$ cat config.mk
export PLATFORM = sky130hd
export DESIGN_NAME = psm_maps
export DESIGN_NICKNAME = d
export VERILOG_FILES = /design/src/logic/psm_pkg.sv /design/src/logic/psm_maps.sv /design/src/logic/psm_scan.sv
export VERILOG_INCLUDE_DIRS = /design/src /design/src/logic
export SDC_FILE = /design/constraint.sdc
export NUM_CORES = 1
export LEC_CHECK = 0
export BUFFER_PORTS_ARGS = -buffer_cell sky130_fd_sc_hd__buf_2
export CORE_MARGIN = 2
export CORE_UTILIZATION = 56
export CTS_CLUSTER_DIAMETER = 200
export DETAILED_ROUTE_END_ITERATION = 7
export PLACE_DENSITY_LB_ADDON = 0.15
export SLEW_MARGIN = 40
export SYNTH_ARGS = -nofsm -noshare
export SYNTH_HDL_FRONTEND = slang
export SYNTH_HIERARCHICAL = 1
export SYNTH_SLANG_ARGS = --single-unit
$ cat constraint.sdc
create_clock -name clk_sys_i -period 3 [get_ports clk_sys_i]
set_input_delay 0.9 -clock clk_sys_i [delete_from_list [all_inputs] [get_ports clk_sys_i]]
set_output_delay 0.9 -clock clk_sys_i [all_outputs]
set_load 0.01 [all_outputs]
$ cat src/logic/psm_cfg.svh
// Purpose: constants for the descriptor scheduling map registers
// Assumes: 16-bit register port, byte offsets as printed
// Notes: every offset, reset value and timing figure lives here
//
// Operation
// RULE1: a descriptor whose skip bit is 1 is passed over even when valid.
// RULE2: software never sets a skip bit of the descriptor being processed.
// RULE3: software waits at least 100 ns after a skip map write to read it.
// RULE4: both skip maps are 16-bit read-write and reset to all ones.
// RULE5: the descriptor marked in the last register ends the valid scan.
// RULE6: after the marked descriptor the scan restarts at descriptor 0.
// RULE7: last registers are 16-bit read-write, reset to zero, 1h one, 2h two.
// RULE8: async value 4h limits the group to three, a one-hot position mark.
// RULE9: async done bits are read-only and set when a descriptor completes.
// RULE10: a done map read returns the bits and clears the ones it returned.
// RULE11: the async done map resets to zero and covers 16 descriptors.
// RULE12: the periodic done map is 16-bit read-only clear-on-read, reset 0.
// RULE13: a zero last register scans all 16; the lowest set bit ends a scan.
// RULE14: a completion in the cycle of a read stays set for the next read.
`ifndef PSM_CFG_SVH
`define PSM_CFG_SVH

// ==========================================================
// offsets
`define PSM_ADDR_W 8
`define PSM_OFS_PER_DONE 8'haa
`define PSM_OFS_PER_SKIP 8'hac
`define PSM_OFS_PER_LAST 8'hae
`define PSM_OFS_ASY_DONE 8'hb0
`define PSM_OFS_ASY_SKIP 8'hb2
`define PSM_OFS_ASY_LAST 8'hb4

// ==========================================================
// reset values
`define PSM_SKIP_RST 16'hffff
`define PSM_LAST_RST 16'h0000
`define PSM_DONE_RST 16'h0000

// ==========================================================
// timing
`define PSM_CLK_MHZ 20
`define PSM_SKIP_RD_WAIT_NS 100
`define PSM_SKIP_RD_WAIT_CYC \
	((`PSM_SKIP_RD_WAIT_NS * `PSM_CLK_MHZ + 999) / 1000)

`endif

$ cat src/logic/psm_pkg.sv
// Purpose: types for the descriptor scheduling map registers
// Assumes: psm_cfg.svh holds all numbers
// Notes: two scan categories, periodic and async
package psm_pkg;

	typedef enum logic [0:0] {
		PSM_CAT_PER = 1'b0,
		PSM_CAT_ASY = 1'b1
	} psm_cat_t;

	typedef struct packed {
		logic cs;
		logic rd;
		logic wr;
		logic [7:0] addr;
		logic [15:0] wdata;
	} psm_bus_req_t;

	typedef struct packed {
		logic [15:0] skip;
		logic [15:0] last;
		logic [15:0] done;
	} psm_cat_regs_t;

	typedef struct packed {
		logic [3:0] idx;
		logic valid;
		logic wrap;
	} psm_scan_out_t;

endpackage

$ cat src/logic/psm_maps.sv
// Purpose: skip, last-descriptor and done maps of two scan categories
// Assumes: 16-bit register port, reads return data one cycle later
// Notes: the engine holds the scan while it works on a descriptor
`timescale 1ns/1ps
`include "psm_cfg.svh"
module psm_maps
	import psm_pkg::*;
(
	input wire logic clk_sys_i,
	input wire logic rst_n_i,
	input wire logic reg_cs_i,
	input wire logic reg_rd_i,
	input wire logic reg_wr_i,
	input wire logic [7:0] reg_addr_i,
	input wire logic [15:0] reg_wdata_i,
	output logic [15:0] reg_rdata_o,
	output logic reg_rvalid_o,
	input wire logic [15:0] per_valid_i,
	input wire logic [15:0] asy_valid_i,
	input wire logic per_hold_i,
	input wire logic asy_hold_i,
	input wire logic [15:0] per_complete_i,
	input wire logic [15:0] asy_complete_i,
	output logic [3:0] per_idx_o,
	output logic per_go_o,
	output logic per_wrap_o,
	output logic [3:0] asy_idx_o,
	output logic asy_go_o,
	output logic asy_wrap_o
);

	typedef struct packed {
		psm_cat_regs_t per;
		psm_cat_regs_t asy;
		logic [15:0] rdata;
		logic rvalid;
		psm_scan_out_t per_s;
		psm_scan_out_t asy_s;
	} psm_st_t;

	psm_st_t st_q, st_d;
	psm_scan_out_t per_sc, asy_sc;
	logic rd_hit, wr_hit;

	assign rd_hit = reg_cs_i && reg_rd_i;
	assign wr_hit = reg_cs_i && reg_wr_i;

	// ==========================================================
	// scan pointers
	psm_scan #(.N(16)) u_per_scan (
		.clk_sys_i(clk_sys_i),
		.rst_n_i(rst_n_i),
		.skip_i(st_q.per.skip),
		.last_i(st_q.per.last),
		.valid_i(per_valid_i),
		.hold_i(per_hold_i),
		.scan_o(per_sc)
	);

	psm_scan #(.N(16)) u_asy_scan (
		.clk_sys_i(clk_sys_i),
		.rst_n_i(rst_n_i),
		.skip_i(st_q.asy.skip),
		.last_i(st_q.asy.last),
		.valid_i(asy_valid_i),
		.hold_i(asy_hold_i),
		.scan_o(asy_sc)
	);

	// ==========================================================
	// register file
	always_comb begin
		st_d = st_q;
		st_d.rvalid = rd_hit;
		st_d.per_s = per_sc;
		st_d.asy_s = asy_sc;
		st_d.rdata = 16'h0000;
		if (rd_hit) begin
			unique case (reg_addr_i)
				`PSM_OFS_PER_DONE: st_d.rdata = st_q.per.done;
				`PSM_OFS_PER_SKIP: st_d.rdata = st_q.per.skip;
				`PSM_OFS_PER_LAST: st_d.rdata = st_q.per.last;
				`PSM_OFS_ASY_DONE: st_d.rdata = st_q.asy.done;
				`PSM_OFS_ASY_SKIP: st_d.rdata = st_q.asy.skip;
				`PSM_OFS_ASY_LAST: st_d.rdata = st_q.asy.last;
				// unmapped reads as zero
				default: st_d.rdata = 16'h0000;
			endcase
		end
		// RULE12 periodic clear-on-read
		if (rd_hit && reg_addr_i == `PSM_OFS_PER_DONE) begin
			st_d.per.done = 16'h0000;
		end
		// RULE10 async clear-on-read
		if (rd_hit && reg_addr_i == `PSM_OFS_ASY_DONE) begin
			st_d.asy.done = 16'h0000;
		end
		// RULE14 set wins over clear
		st_d.per.done = st_d.per.done | per_complete_i;
		// RULE9 completion sets bit
		st_d.asy.done = st_d.asy.done | asy_complete_i;
		// read-back is a plain register, one cycle is enough
		if (wr_hit) begin
			unique case (reg_addr_i)
				// RULE4 skip maps writable
				`PSM_OFS_PER_SKIP: st_d.per.skip = reg_wdata_i;
				`PSM_OFS_ASY_SKIP: st_d.asy.skip = reg_wdata_i;
				// RULE7 last registers writable
				`PSM_OFS_PER_LAST: st_d.per.last = reg_wdata_i;
				// RULE8 stored as one-hot marker
				`PSM_OFS_ASY_LAST: st_d.asy.last = reg_wdata_i;
				// done maps ignore writes
				default: st_d.rdata = st_d.rdata;
			endcase
		end
	end

	always_ff @(posedge clk_sys_i) begin
		if (!rst_n_i) begin
			// RULE4 all skipped at reset
			st_q.per.skip <= `PSM_SKIP_RST;
			st_q.asy.skip <= `PSM_SKIP_RST;
			st_q.per.last <= `PSM_LAST_RST;
			st_q.asy.last <= `PSM_LAST_RST;
			// RULE11 done starts clear
			st_q.per.done <= `PSM_DONE_RST;
			st_q.asy.done <= `PSM_DONE_RST;
			st_q.rdata <= 16'h0000;
			st_q.rvalid <= 1'b0;
			st_q.per_s <= '0;
			st_q.asy_s <= '0;
		end else begin
			st_q <= st_d;
		end
	end

	// ==========================================================
	// outputs, all registered; scan view lags the pointer by one
	assign reg_rdata_o = st_q.rdata;
	assign reg_rvalid_o = st_q.rvalid;
	assign per_idx_o = st_q.per_s.idx;
	assign per_go_o = st_q.per_s.valid;
	assign per_wrap_o = st_q.per_s.wrap;
	assign asy_idx_o = st_q.asy_s.idx;
	assign asy_go_o = st_q.asy_s.valid;
	assign asy_wrap_o = st_q.asy_s.wrap;

endmodule

$ cat src/logic/psm_scan.sv
// Purpose: one category's descriptor scan pointer
// Assumes: valid flags come from descriptor memory on the same clock
// Notes: advances one descriptor per clock while hold_i is low
`timescale 1ns/1ps
`include "psm_cfg.svh"
module psm_scan
	import psm_pkg::*;
#(
	parameter int N = 16
) (
	input wire logic clk_sys_i,
	input wire logic rst_n_i,
	input wire logic [N-1:0] skip_i,
	input wire logic [N-1:0] last_i,
	input wire logic [N-1:0] valid_i,
	input wire logic hold_i,
	output psm_scan_out_t scan_o
);

	typedef struct packed {
		logic [3:0] idx;
	} psm_scan_st_t;

	psm_scan_st_t st_q, st_d;

	// ==========================================================
	// end of group
	function automatic logic is_end(input logic [N-1:0] lst,
		input logic [3:0] i);
		logic hit;
		hit = 1'b0;
		for (int k = 0; k < N; k++) begin
			// RULE13 lowest bit ends
			if (lst[k] && !hit) begin
				hit = 1'b1;
				if (k[3:0] == i) begin
					return 1'b1;
				end
			end
		end
		// RULE13 zero means all 16
		return !hit && (i == 4'(N - 1));
	endfunction

	always_comb begin
		st_d = st_q;
		scan_o.idx = st_q.idx;
		// RULE1 skip beats valid
		scan_o.valid = valid_i[st_q.idx] && !skip_i[st_q.idx];
		// RULE5 marked one is final
		scan_o.wrap = is_end(last_i, st_q.idx);
		if (!hold_i) begin
			// RULE6 restart at first
			if (scan_o.wrap) begin
				st_d.idx = 4'h0;
			end else begin
				st_d.idx = st_q.idx + 4'h1;
			end
		end
	end

	always_ff @(posedge clk_sys_i) begin
		if (!rst_n_i) begin
			st_q <= '0;
		end else begin
			st_q <= st_d;
		end
	end

endmodule

==> flow_summary.toml, run 1 <==
[critical_path]
path_class = "reg -> reg"
required_ns = 3.35
rrSetupSlack_ns = 0.61
startpoint_type = "flip-flop"
crit_fanout = 8
arrival_ns = 2.74
cp-end-kind = "flip-flop"

[clock_network]
clk_latency_ns = 0.42
ctsResizeCount = 0
clock_sinks = 133
cts_inserted_buffers = 17
tritoncts = "yes"
cts-root-buf = "clkbuf_16"
cts_hold_buf = 0
clockBufferDepth = 2
path_clk_slew_ns = 0.05
cts_setup_buffers = 0
cts-htree-levels = 4

[job]
drv_cap = 0

[final_layout]
n_antenna_cell = 0
final_common_cell = "dfxtp_1"
syn2layout_area_growth_pct = 16.2
fin_cells = 994
final_cell_mix = "dfxtp_1, nand2_1, buf_2"
seqCellArea_um2 = 2660
final_util_pct = 66.8
multi_input_area_um2 = 3370
final_net_count = 943
layout-drive-gt1-share_pct = 22.7
fillers = 973

[synthesis]
async_flop_share_pct = 0
synthCells = 758
synth_nets = 861
synth_area_um2 = 6590
synth_seq_area_share_pct = 40.4
ys_ff_latch = 133
yosysUniqueCellTypes = 74
synth_edf_count = 0
synth_flop_cell = "dfxtp_1"
yosys_warnings = 6
synth_area_per_cell_um2 = 8.69

[floorplanning]
die_x_um = 112
ios = 124
die-area_um2 = 12600
core_area_um2 = 11500
num_rows = 39
start_util_pct = 57.5
die_height_um = 112

[grt]
gr-total-overflow = 0
grt_max_degree = 95
grt_pass1_wl_um = 30900
grt_pass1_vias = 5777
grt_usage_pct = 31.7
antenna_found_initial = 0

[timing]
setup_viol = 0
fin_skew_ns = 0.00853
fmax_mhz = 419
worst_pin_slew_ns = 0.664
fin_crit_sh_pct = 79.6
slew_headroom_pct = 55.6
finalHoldViolations = 0
rsz0062_at_grt = "false"
slew_violations = 0
tns_ns = 0
fin_crit_ns = 2.39

[power]
p_int_mw = 3.35
ir_drop_v = 0.000492
switching_power_mw = 0.967
p_total_mw = 4.31
combPwrFrac_pct = 7.4
clock_power_share_pct = 49.8
power.density_nw_per_um2 = 563
switching_share_pct = 22.4
p_leak_nw = 3.15
seq_power_share_pct = 42.8

[drt]
routed_via_density = 6.02
ant_nets = 0
drc = 0
via_count = 5984
firstDrtPassIters = 5
routedWlPerCell_um = 20.0
drt_iter0_drc = 654
routed_wl_um = 19800

[status]
outcome = "completed"

[placed_design]
io_buffers = 123
dp.cells = 964
dp_hpwl_um = 14500
gp_congestion = 0.889

[min_path]
hold_path.class = "reg -> reg"
Yosys cell counts (all sizes together) (2+ instances only):
cell type  instances  area [um^2]
a31o               2         17.5
inv               23         86.3
mux2               5         56.3
buf               50          365
a21boi             3         22.5
or4                4         37.5
clkbuf            26          100
o22ai              4         25.0
nand2            126          473
nor3               6         35.0
a222oi             3         30.0
mux4               2         45.0
or4b               3         30.0
a211oi             4         30.0
ha                 8          100
and2b              2         17.5
and4bb             2         25.0
and2              13         81.3
nor4b              3         47.5
o211ai             5         42.5
o22a               4         35.0
a21oi             42          210
a32oi              2         17.5
a22oi             11         82.6
o221ai             4         35.0
nor2b             54          338
a41o               5         50.1
nand2b             5         31.3
a2111oi            4         78.8
nand4b             8         85.1
a221oi             6         58.8
nand3b             3         22.5
o2bb2ai            4         35.0
nand3             69          350
mux2i             28          280
o21ai             24          120
dfxtp            133         2660
and3               4         25.0
a22o               2         17.5
a31oi             11         75.1
nor2              13         48.8
o32ai             13          114
nor3b              3         27.5
final timing paths:
| kind | from | to | cells after the start |
|---|---|---|---|
| min reg2reg | st_q[78] | reg_rdata_o[1] | 2 |
| max reg2reg | u_per_scan/st_q[1] | u_per_scan/st_q[1] | 8 |
| min | st_q[78] | reg_rdata_o[1] | 2 |
| max | u_per_scan/st_q[1] | u_per_scan/st_q[1] | 8 |
logic make-up (layout without fill, tap and decap cells):
kind of cell / count (synthesis) / in the layout / synth area share [%]
and+or+nand+nor: 326 / 326 / 26.4
AOI/OAI and AO/OA: 157 / 157 / 17.5
DFF: 133 / 133 / 40.4
buffers and inverters: 99 / 192 / 8.37
muxes: 35 / 35 / 5.79
adders and majority gates: 8 / 8 / 1.52
worst max-delay path: stages, from the launching register on:
cell      delay (ns)
dfxtp_1         0.51
inv_1           0.14
ha_1            0.27
nor3b_1         0.30
nor4b_1         0.10
a32oi_1         0.16
o32ai_1         0.19
or4b_1          0.51
a21boi_1        0.15
per-layer routing:
| layer | wire length (um) | global-route usage, % | vias to the layer above |
|---|---|---|---|
| met4 | 609 | 12.8 | 0 |
| li1 | - | - | 2838 |
| met2 | 9190 | 51.0 | 275 |
| met1 | 8470 | 41.0 | 2825 |
| met3 | 1570 | 7.78 | 46 |
| met5 | 0 | 0 | - |
power by group through the flow:
stage / combinational (mW) / sequential (mW) / clock (mW)
floorplan: 0.190 / 1.87 / 0
global placement: 0.307 / 1.88 / 0
detailed placement: 0.315 / 1.88 / 0
CTS: 0.317 / 1.84 / 2.16
global route: 0.350 / 1.85 / 2.24
finish: 0.321 / 1.85 / 2.15
state kept, by name, summed over array words and instances (netlist names):
signal / count
asy_wrap_o: 1
u_per_scan/st_q: 4
per_wrap_o: 1
per_idx_o: 4
reg_rdata_o: 16
u_asy_scan/st_q: 4
asy_idx_o: 4
per_go_o: 1
st_q: 96
reg_rvalid_o: 1
asy_go_o: 1
layout make-up:
| type | count | share of cell area, % |
|---|---|---|
| timing repair buffer | 139 | 9.80 |
| clock inverter | 9 | 2.01 |
| clock buffer | 21 | 5.88 |
| inverter | 23 | 1.13 |
| multi-input combinational | 526 | 44.1 |
| sequential | 133 | 34.8 |
| tap | 143 | 2.34 |
through the flow:
stage	area [um^2]	hold slack, ns	setup WS [ns]
after floorplan	6590	0.436	0.509
after global placement	7050	0.450	0.500
after detailed placement	7050	0.445	0.444
after CTS	7660	0.454	0.699
after global routing	7660	0.461	0.448
final	7660	0.463	0.612
(Power assumes the default switching activity.)
==> inputs of run 2 (changes only) <==
--- a/config.mk
+++ b/config.mk
@@ -8,7 +8,7 @@
 export LEC_CHECK = 0
 export BUFFER_PORTS_ARGS = -buffer_cell sky130_fd_sc_hd__buf_2
 export CORE_MARGIN = 2
-export CORE_UTILIZATION = 56
+export CORE_UTILIZATION = 50
 export CTS_CLUSTER_DIAMETER = 200
 export DETAILED_ROUTE_END_ITERATION = 7
 export PLACE_DENSITY_LB_ADDON = 0.15
==> constraint.sdc (replaced) <==
create_clock -name clk_sys_i -period 1.95 [get_ports clk_sys_i]
set_input_delay 0.585 -clock clk_sys_i [delete_from_list [all_inputs] [get_ports clk_sys_i]]
set_output_delay 0.585 -clock clk_sys_i [all_outputs]
set_load 0.01 [all_outputs]
==> flow_summary.toml, run 2 (same netlist as run 1, synthesis figures left out) <==
[final_layout]
stdcell_area_um2 = 8280
final_util_pct = 65.0
largest_register_ffs = 96
layout-drive-gt1-share_pct = 29.1
final_net_count = 985
syn2layout_area_growth_pct = 25.6
fin_cells = 1067
n_antenna_cell = 0
final_cell_mix = "dfxtp_1, nand2_1, buf_2"
final_common_cell = "dfxtp_1"
regMostFlops = "st_q"

[critical_path]
path_cells = "buf_6 > ha_4 > a211oi_2 > o21ai_1 > a32oi_1 > o32ai_2 > or4b_1 > a21boi_1"
slowest_stage = "or4b_1"
crit_fanout = 4
r2r-start = "u_per_scan/st_q[1]"
startpoint_type = "flip-flop"
slowest_delay_ns = 0.48
arrival_ns = 2.33
path_buf_inv = 1
timing.rr.end = "u_per_scan/st_q[1]"
cp-end-kind = "flip-flop"
rrSetupSlack_ns = -0.03
worst_path_dominant_cell_family = "compound AO/OA/AOI/OAI gates"
required_ns = 2.30
r2r_cells = 8
path_class = "reg -> reg"

[floorplanning]
die-area_um2 = 14100
start_util_pct = 51.8
core_area_um2 = 12700
die_height_um = 119
num_rows = 41
die_x_um = 119
ios = 124

[placed_design]
dp_hpwl_um = 14900
dp.cells = 1034
io_buffers = 123
dpl-instance-area_um2 = 7510
gp_congestion = 0.986

[grt]
grt_pass1_wl_um = 30800
antenna_found_initial = 0
grt_pass1_vias = 5758
grt_max_degree = 108
grt_usage_pct = 28.2
gr-total-overflow = 0

[drt]
firstDrtPassIters = 7
via_count = 6214
routed_via_density = 5.82
routedWlPerCell_um = 18.8
drc = 0
drt_iter0_drc = 623
routed_wl_um = 20000
ant_nets = 0

[timing]
fin_crit_ns = 1.98
fin_skew_ns = 0.00580
worst_slack_ns = -0.0336
rsz0062_at_grt = "true"
fin_crit_sh_pct = 102
finalHoldViolations = 0
slew_violations = 0
setup_viol = 3
worst_pin_slew_ns = 0.564
fmax_mhz = 504
tns_ns = -0.0831
slew_headroom_pct = 62.3

[clock_network]
cts-htree-levels = 4
cts_inserted_buffers = 17
clockBufferDepth = 2
clk_latency_ns = 0.42
tritoncts = "yes"
cts_hold_buf = 0
cts-root-buf = "clkbuf_16"
clock_sinks = 133
path_clk_slew_ns = 0.06

[power]
ir_drop_v = 0.000566
switching_share_pct = 22.3
p_total_mw = 6.81
power.density_nw_per_um2 = 823
p_leak_nw = 3.43
combPwrFrac_pct = 8.6
p_int_mw = 5.29
clock_power_share_pct = 49.9
switching_power_mw = 1.52
seq_power_share_pct = 41.6

[min_path]
hold_path.class = "in -> reg"
hold_depth = 3
hold_end = "st_q[92]"
worstHoldStart = "per_complete_i[15]"

[status]
violations = "negative setup slack"
outcome = "complete, but fails checks"

[job]
drv_cap = 0
==> run 2: how the worst max path moves through the flow <==
stage                             startpoint                  to  cells after the start
after floorplan           u_per_scan/st_q[0]  u_per_scan/st_q[2]                     10
after global placement    u_per_scan/st_q[1]  u_per_scan/st_q[3]                      8
after detailed placement  u_per_scan/st_q[1]  u_per_scan/st_q[2]                      8
after CTS                 u_per_scan/st_q[1]  u_per_scan/st_q[1]                      8
after global routing      u_per_scan/st_q[1]  u_per_scan/st_q[3]                      8
final                     u_per_scan/st_q[1]  u_per_scan/st_q[1]                      8
==> run 2: power by group through the flow <==
stage / combinational [mW] / clock, mW / sequential, mW
3_5_place_dp: 0.555 / 0 / 2.88
4_1_cts: 0.563 / 3.43 / 2.83
3_3_place_gp: 0.539 / 0 / 2.88
2_1_floorplan: 0.313 / 0 / 2.87
6_report: 0.583 / 3.40 / 2.83
5_1_grt: 0.628 / 3.56 / 2.84
==> run 2: worst register-to-register path: stages (launching register included) <==
cell and delay [ns]:
dfxtp_4 0.36, buf_6 0.13, ha_4 0.17, a211oi_2 0.20, o21ai_1 0.09, a32oi_1 0.20, o32ai_2 0.14, or4b_1 0.49
a21boi_1 0.13
==> run 2: per-layer routing <==
layer / global-route usage, % / vias to the layer above / wire length, um / part of all wire (%)
met2: 46.6 / 285 / 9670 / 48
met5: 0 / - / 0 / 0
li1: - / 2928 / - / -
met1: 36.6 / 2956 / 8430 / 42
met4: 8.85 / 0 / 505 / 2.5
met3: 6.37 / 45 / 1430 / 7.1
==> run 2: area by class of cell <==
type / count / area (um^2)
tap: 172 / 215
inverter: 23 / 98.8
timing repair buffer: 181 / 1140
fill: 1088 / 4450
multi-input combinational: 526 / 3510
clock buffer: 24 / 482
sequential: 133 / 2680
clock inverter: 8 / 146
==> run 2: stage by stage <==
| stage | hold slack (ns) | setup WS (ns) |
|---|---|---|
| after floorplan | 0.436 | -0.137 |
| after global placement | 0.454 | -0.0391 |
| after global routing | 0.382 | -0.154 |
| after detailed placement | 0.457 | -0.123 |
| final | 0.399 | -0.0336 |
| after CTS | 0.387 | -0.0118 |
==> run 2: what timing repair did <==
| action | CTS | global route |
|---|---|---|
| resized for setup | 13 | 20 |
| gates cloned | 0 | 0 |
| setup buffers | 0 | 1 |
| setup endpoints to repair | 10 | 10 |
| pin swaps | 7 | 11 |
==> inputs of run 3 (changes only) <==
--- a/config.mk
+++ b/config.mk
@@ -15,5 +15,4 @@
 export SLEW_MARGIN = 40
 export SYNTH_ARGS = -nofsm -noshare
 export SYNTH_HDL_FRONTEND = slang
-export SYNTH_HIERARCHICAL = 1
 export SYNTH_SLANG_ARGS = --single-unit
==> flow_summary.toml, run 3 <==
[synthesis]
synth_edf_count = 0
synth_nets = 821
yosys_warnings = 0
synthCells = 718
synth_top_cell_area_share_pct = 41.9
ys_top_cells_by_count = "dfxtp_1, nand2_1, nor2b_1"
ys_ff_latch = 133
synth_seq_area_share_pct = 41.9
yosysMostFrequentCell = "dfxtp_1"
synth_area_per_cell_um2 = 8.86
async_flop_share_pct = 0
synthTopCellsByArea = "dfxtp_1, nor2b_1, mux2i_1"
synth_top_cell_by_area = "dfxtp_1"
synth_area_um2 = 6360
yosysUniqueCellTypes = 66
synth_flop_cell = "dfxtp_1"

[timing]
rsz0062_at_grt = "true"
fmax_mhz = 517
tns_ns = 0
setup_viol = 0
fin_crit_ns = 1.94
fin_crit_sh_pct = 99.2
slew_violations = 0
worst_pin_slew_ns = 0.520
finalHoldViolations = 0
fin_skew_ns = 0.00853
slew_headroom_pct = 65.3

[power]
p_leak_nw = 3.43
switching_share_pct = 23.0
p_int_mw = 5.07
ir_drop_v = 0.000552
seq_power_share_pct = 43.0
switching_power_mw = 1.52
clock_power_share_pct = 49.6
power.density_nw_per_um2 = 818
combPwrFrac_pct = 7.4
p_total_mw = 6.59

[critical_path]
r2r-start = "st_q[93]"
slowest_delay_ns = 0.54
crit_fanout = 5
path_class = "reg -> reg"
startpoint_type = "flip-flop"
timing.rr.end = "u_per_scan.st_q[3]"
required_ns = 2.26
cp-end-kind = "flip-flop"
slowest_stage = "or4_4"
startpoint = "st_q[93]"
arrival_ns = 2.24
rrSetupSlack_ns = 0.01
path_cells = "or4_4 > or3_4 > nand2b_4 > o221ai_4 > buf_6 > a21o_2 > a21boi_2"
r2r_cells = 7

[grt]
antenna_found_initial = 0
grt_usage_pct = 30.2
gr-total-overflow = 0
grt_pass1_wl_um = 30300
grt_max_degree = 69
grt_pass1_vias = 5562

[placed_design]
dpl-instance-area_um2 = 7290
dp_hpwl_um = 15000
io_buffers = 123
gp_congestion = 0.996
dp.cells = 989

[clock_network]
clock_sinks = 133
cts_inserted_buffers = 17
path_clk_slew_ns = 0.06
clockBufferDepth = 2
tritoncts = "yes"
cts-root-buf = "clkbuf_16"
cts-htree-levels = 4
clk_latency_ns = 0.42

[drt]
drt_iter0_drc = 564
wl_met3_um = 1700
via_count = 5889
drc = 0
wl_met2_um = 9130
routed_wl_um = 20300
top_layer = "met4"
met1_length_um = 8830
routedWlPerCell_um = 19.8
ant_nets = 0
routed_via_density = 5.76
firstDrtPassIters = 7

[final_layout]
final_common_cell = "dfxtp_1"
fillers = 1097
final_cell_mix = "dfxtp_1, buf_2, nand2_1"
layout-drive-gt1-share_pct = 31.1
fin_cells = 1023
stdcell_area_um2 = 8060
n_antenna_cell = 0
regMostFlops = "st_q"
largest_register_ffs = 96
syn2layout_area_growth_pct = 26.8
final_net_count = 941

[status]
outcome = "completed"

[floorplanning]
start_util_pct = 50.8
die_height_um = 117
ios = 124
die-area_um2 = 13600
die_x_um = 117
num_rows = 41
core_area_um2 = 12500

[min_path]
hold_path.class = "in -> reg"
hold_end = "st_q[37]"
hold_depth = 3
worstHoldStart = "asy_complete_i[8]"

[job]
drv_cap = 0
run 3: changes by cell type in the layout (fill, tap and decap cells not counted), sizes merged, moves of 14 or more:
cell   before  now
nor2b      54   68
o21ai      24    5
nor2       13   45
a22o        2   17
nand3      69   32
nand2     126   73
a21oi      42   58
run 3: how the worst max path moves through the flow:
stage,depth (start not counted),slack (ns),end
2_1_floorplan,8,-0.13,st_q[109]
3_3_place_gp,9,-0.32,reg_rdata_o[12]
3_5_place_dp,9,-0.35,reg_rdata_o[12]
4_1_cts,8,0.005,u_per_scan.st_q[1]
5_1_grt,6,-0.06,u_per_scan.st_q[2]
6_report,7,0.01,u_per_scan.st_q[3]
run 3: logic make-up (layout without fill, tap and decap cells):
| family | after synthesis | in the layout | share of synthesized area [%] |
|---|---|---|---|
| adder cells (fa/ha/maj) | 8 | 8 | 1.57 |
| multiplexers | 41 | 41 | 6.95 |
| AND/OR/NAND/NOR | 275 | 275 | 23.6 |
| buffers and inverters | 94 | 227 | 7.42 |
| flip-flops | 133 | 133 | 41.9 |
| AO/OA/AOI/OAI | 167 | 167 | 18.6 |
run 3: per-stage QoR:
stage	setup slack, ns	hold WS (ns)	util [%]
final	0.0147	0.388	64.4
after global placement	-0.321	0.485	58.2
after detailed placement	-0.347	0.497	58.2
after floorplan	-0.132	0.458	-
after global routing	-0.0633	0.391	64.4
after CTS	0.00519	0.377	63.6
run 3: metal layers:
layer	vias to the layer above	global-route usage [%]
met5	-	0
met4	0	11.9
met3	42	7.62
met2	288	47.6
met1	2778	40.0
li1	2781	-
run 3: power groups by stage:
stage,Sequential (mW),Combinational (mW),Clock (mW)
floorplan,2.88,0.232,0
global placement,2.89,0.441,0
detailed placement,2.89,0.452,0
CTS,2.83,0.462,3.30
global route,2.84,0.528,3.42
finish,2.84,0.487,3.27
run 3: final cells by class:
class | count | area [um^2] | area share, %
Clock inverter | 13 | 156 | 1.94
Timing Repair Buffer | 171 | 1070 | 13.3
Tap cell | 172 | 215 | 2.67
Multi-Input combinational cell | 491 | 3400 | 42.2
Sequential cell | 133 | 2670 | 33.2
Inverter | 24 | 92.6 | 1.15
Clock buffer | 19 | 453 | 5.62
run 3: worst max-delay path, delay by kind of cell, from the launching register on:
family | cells | cell delay, ns
compound gates | 3 | 0.32
buf+inv | 1 | 0.13
flops | 1 | 0.32
simple gates | 3 | 1.06
run 3: timing repair:
action / 4_1_cts / 5_1_grt
endpoints found under the setup margin: 6 / 7
pin swaps: 5 / 12
setup buffers: 1 / 2
hold buffers: 0 / 0
resized for setup: 15 / 23
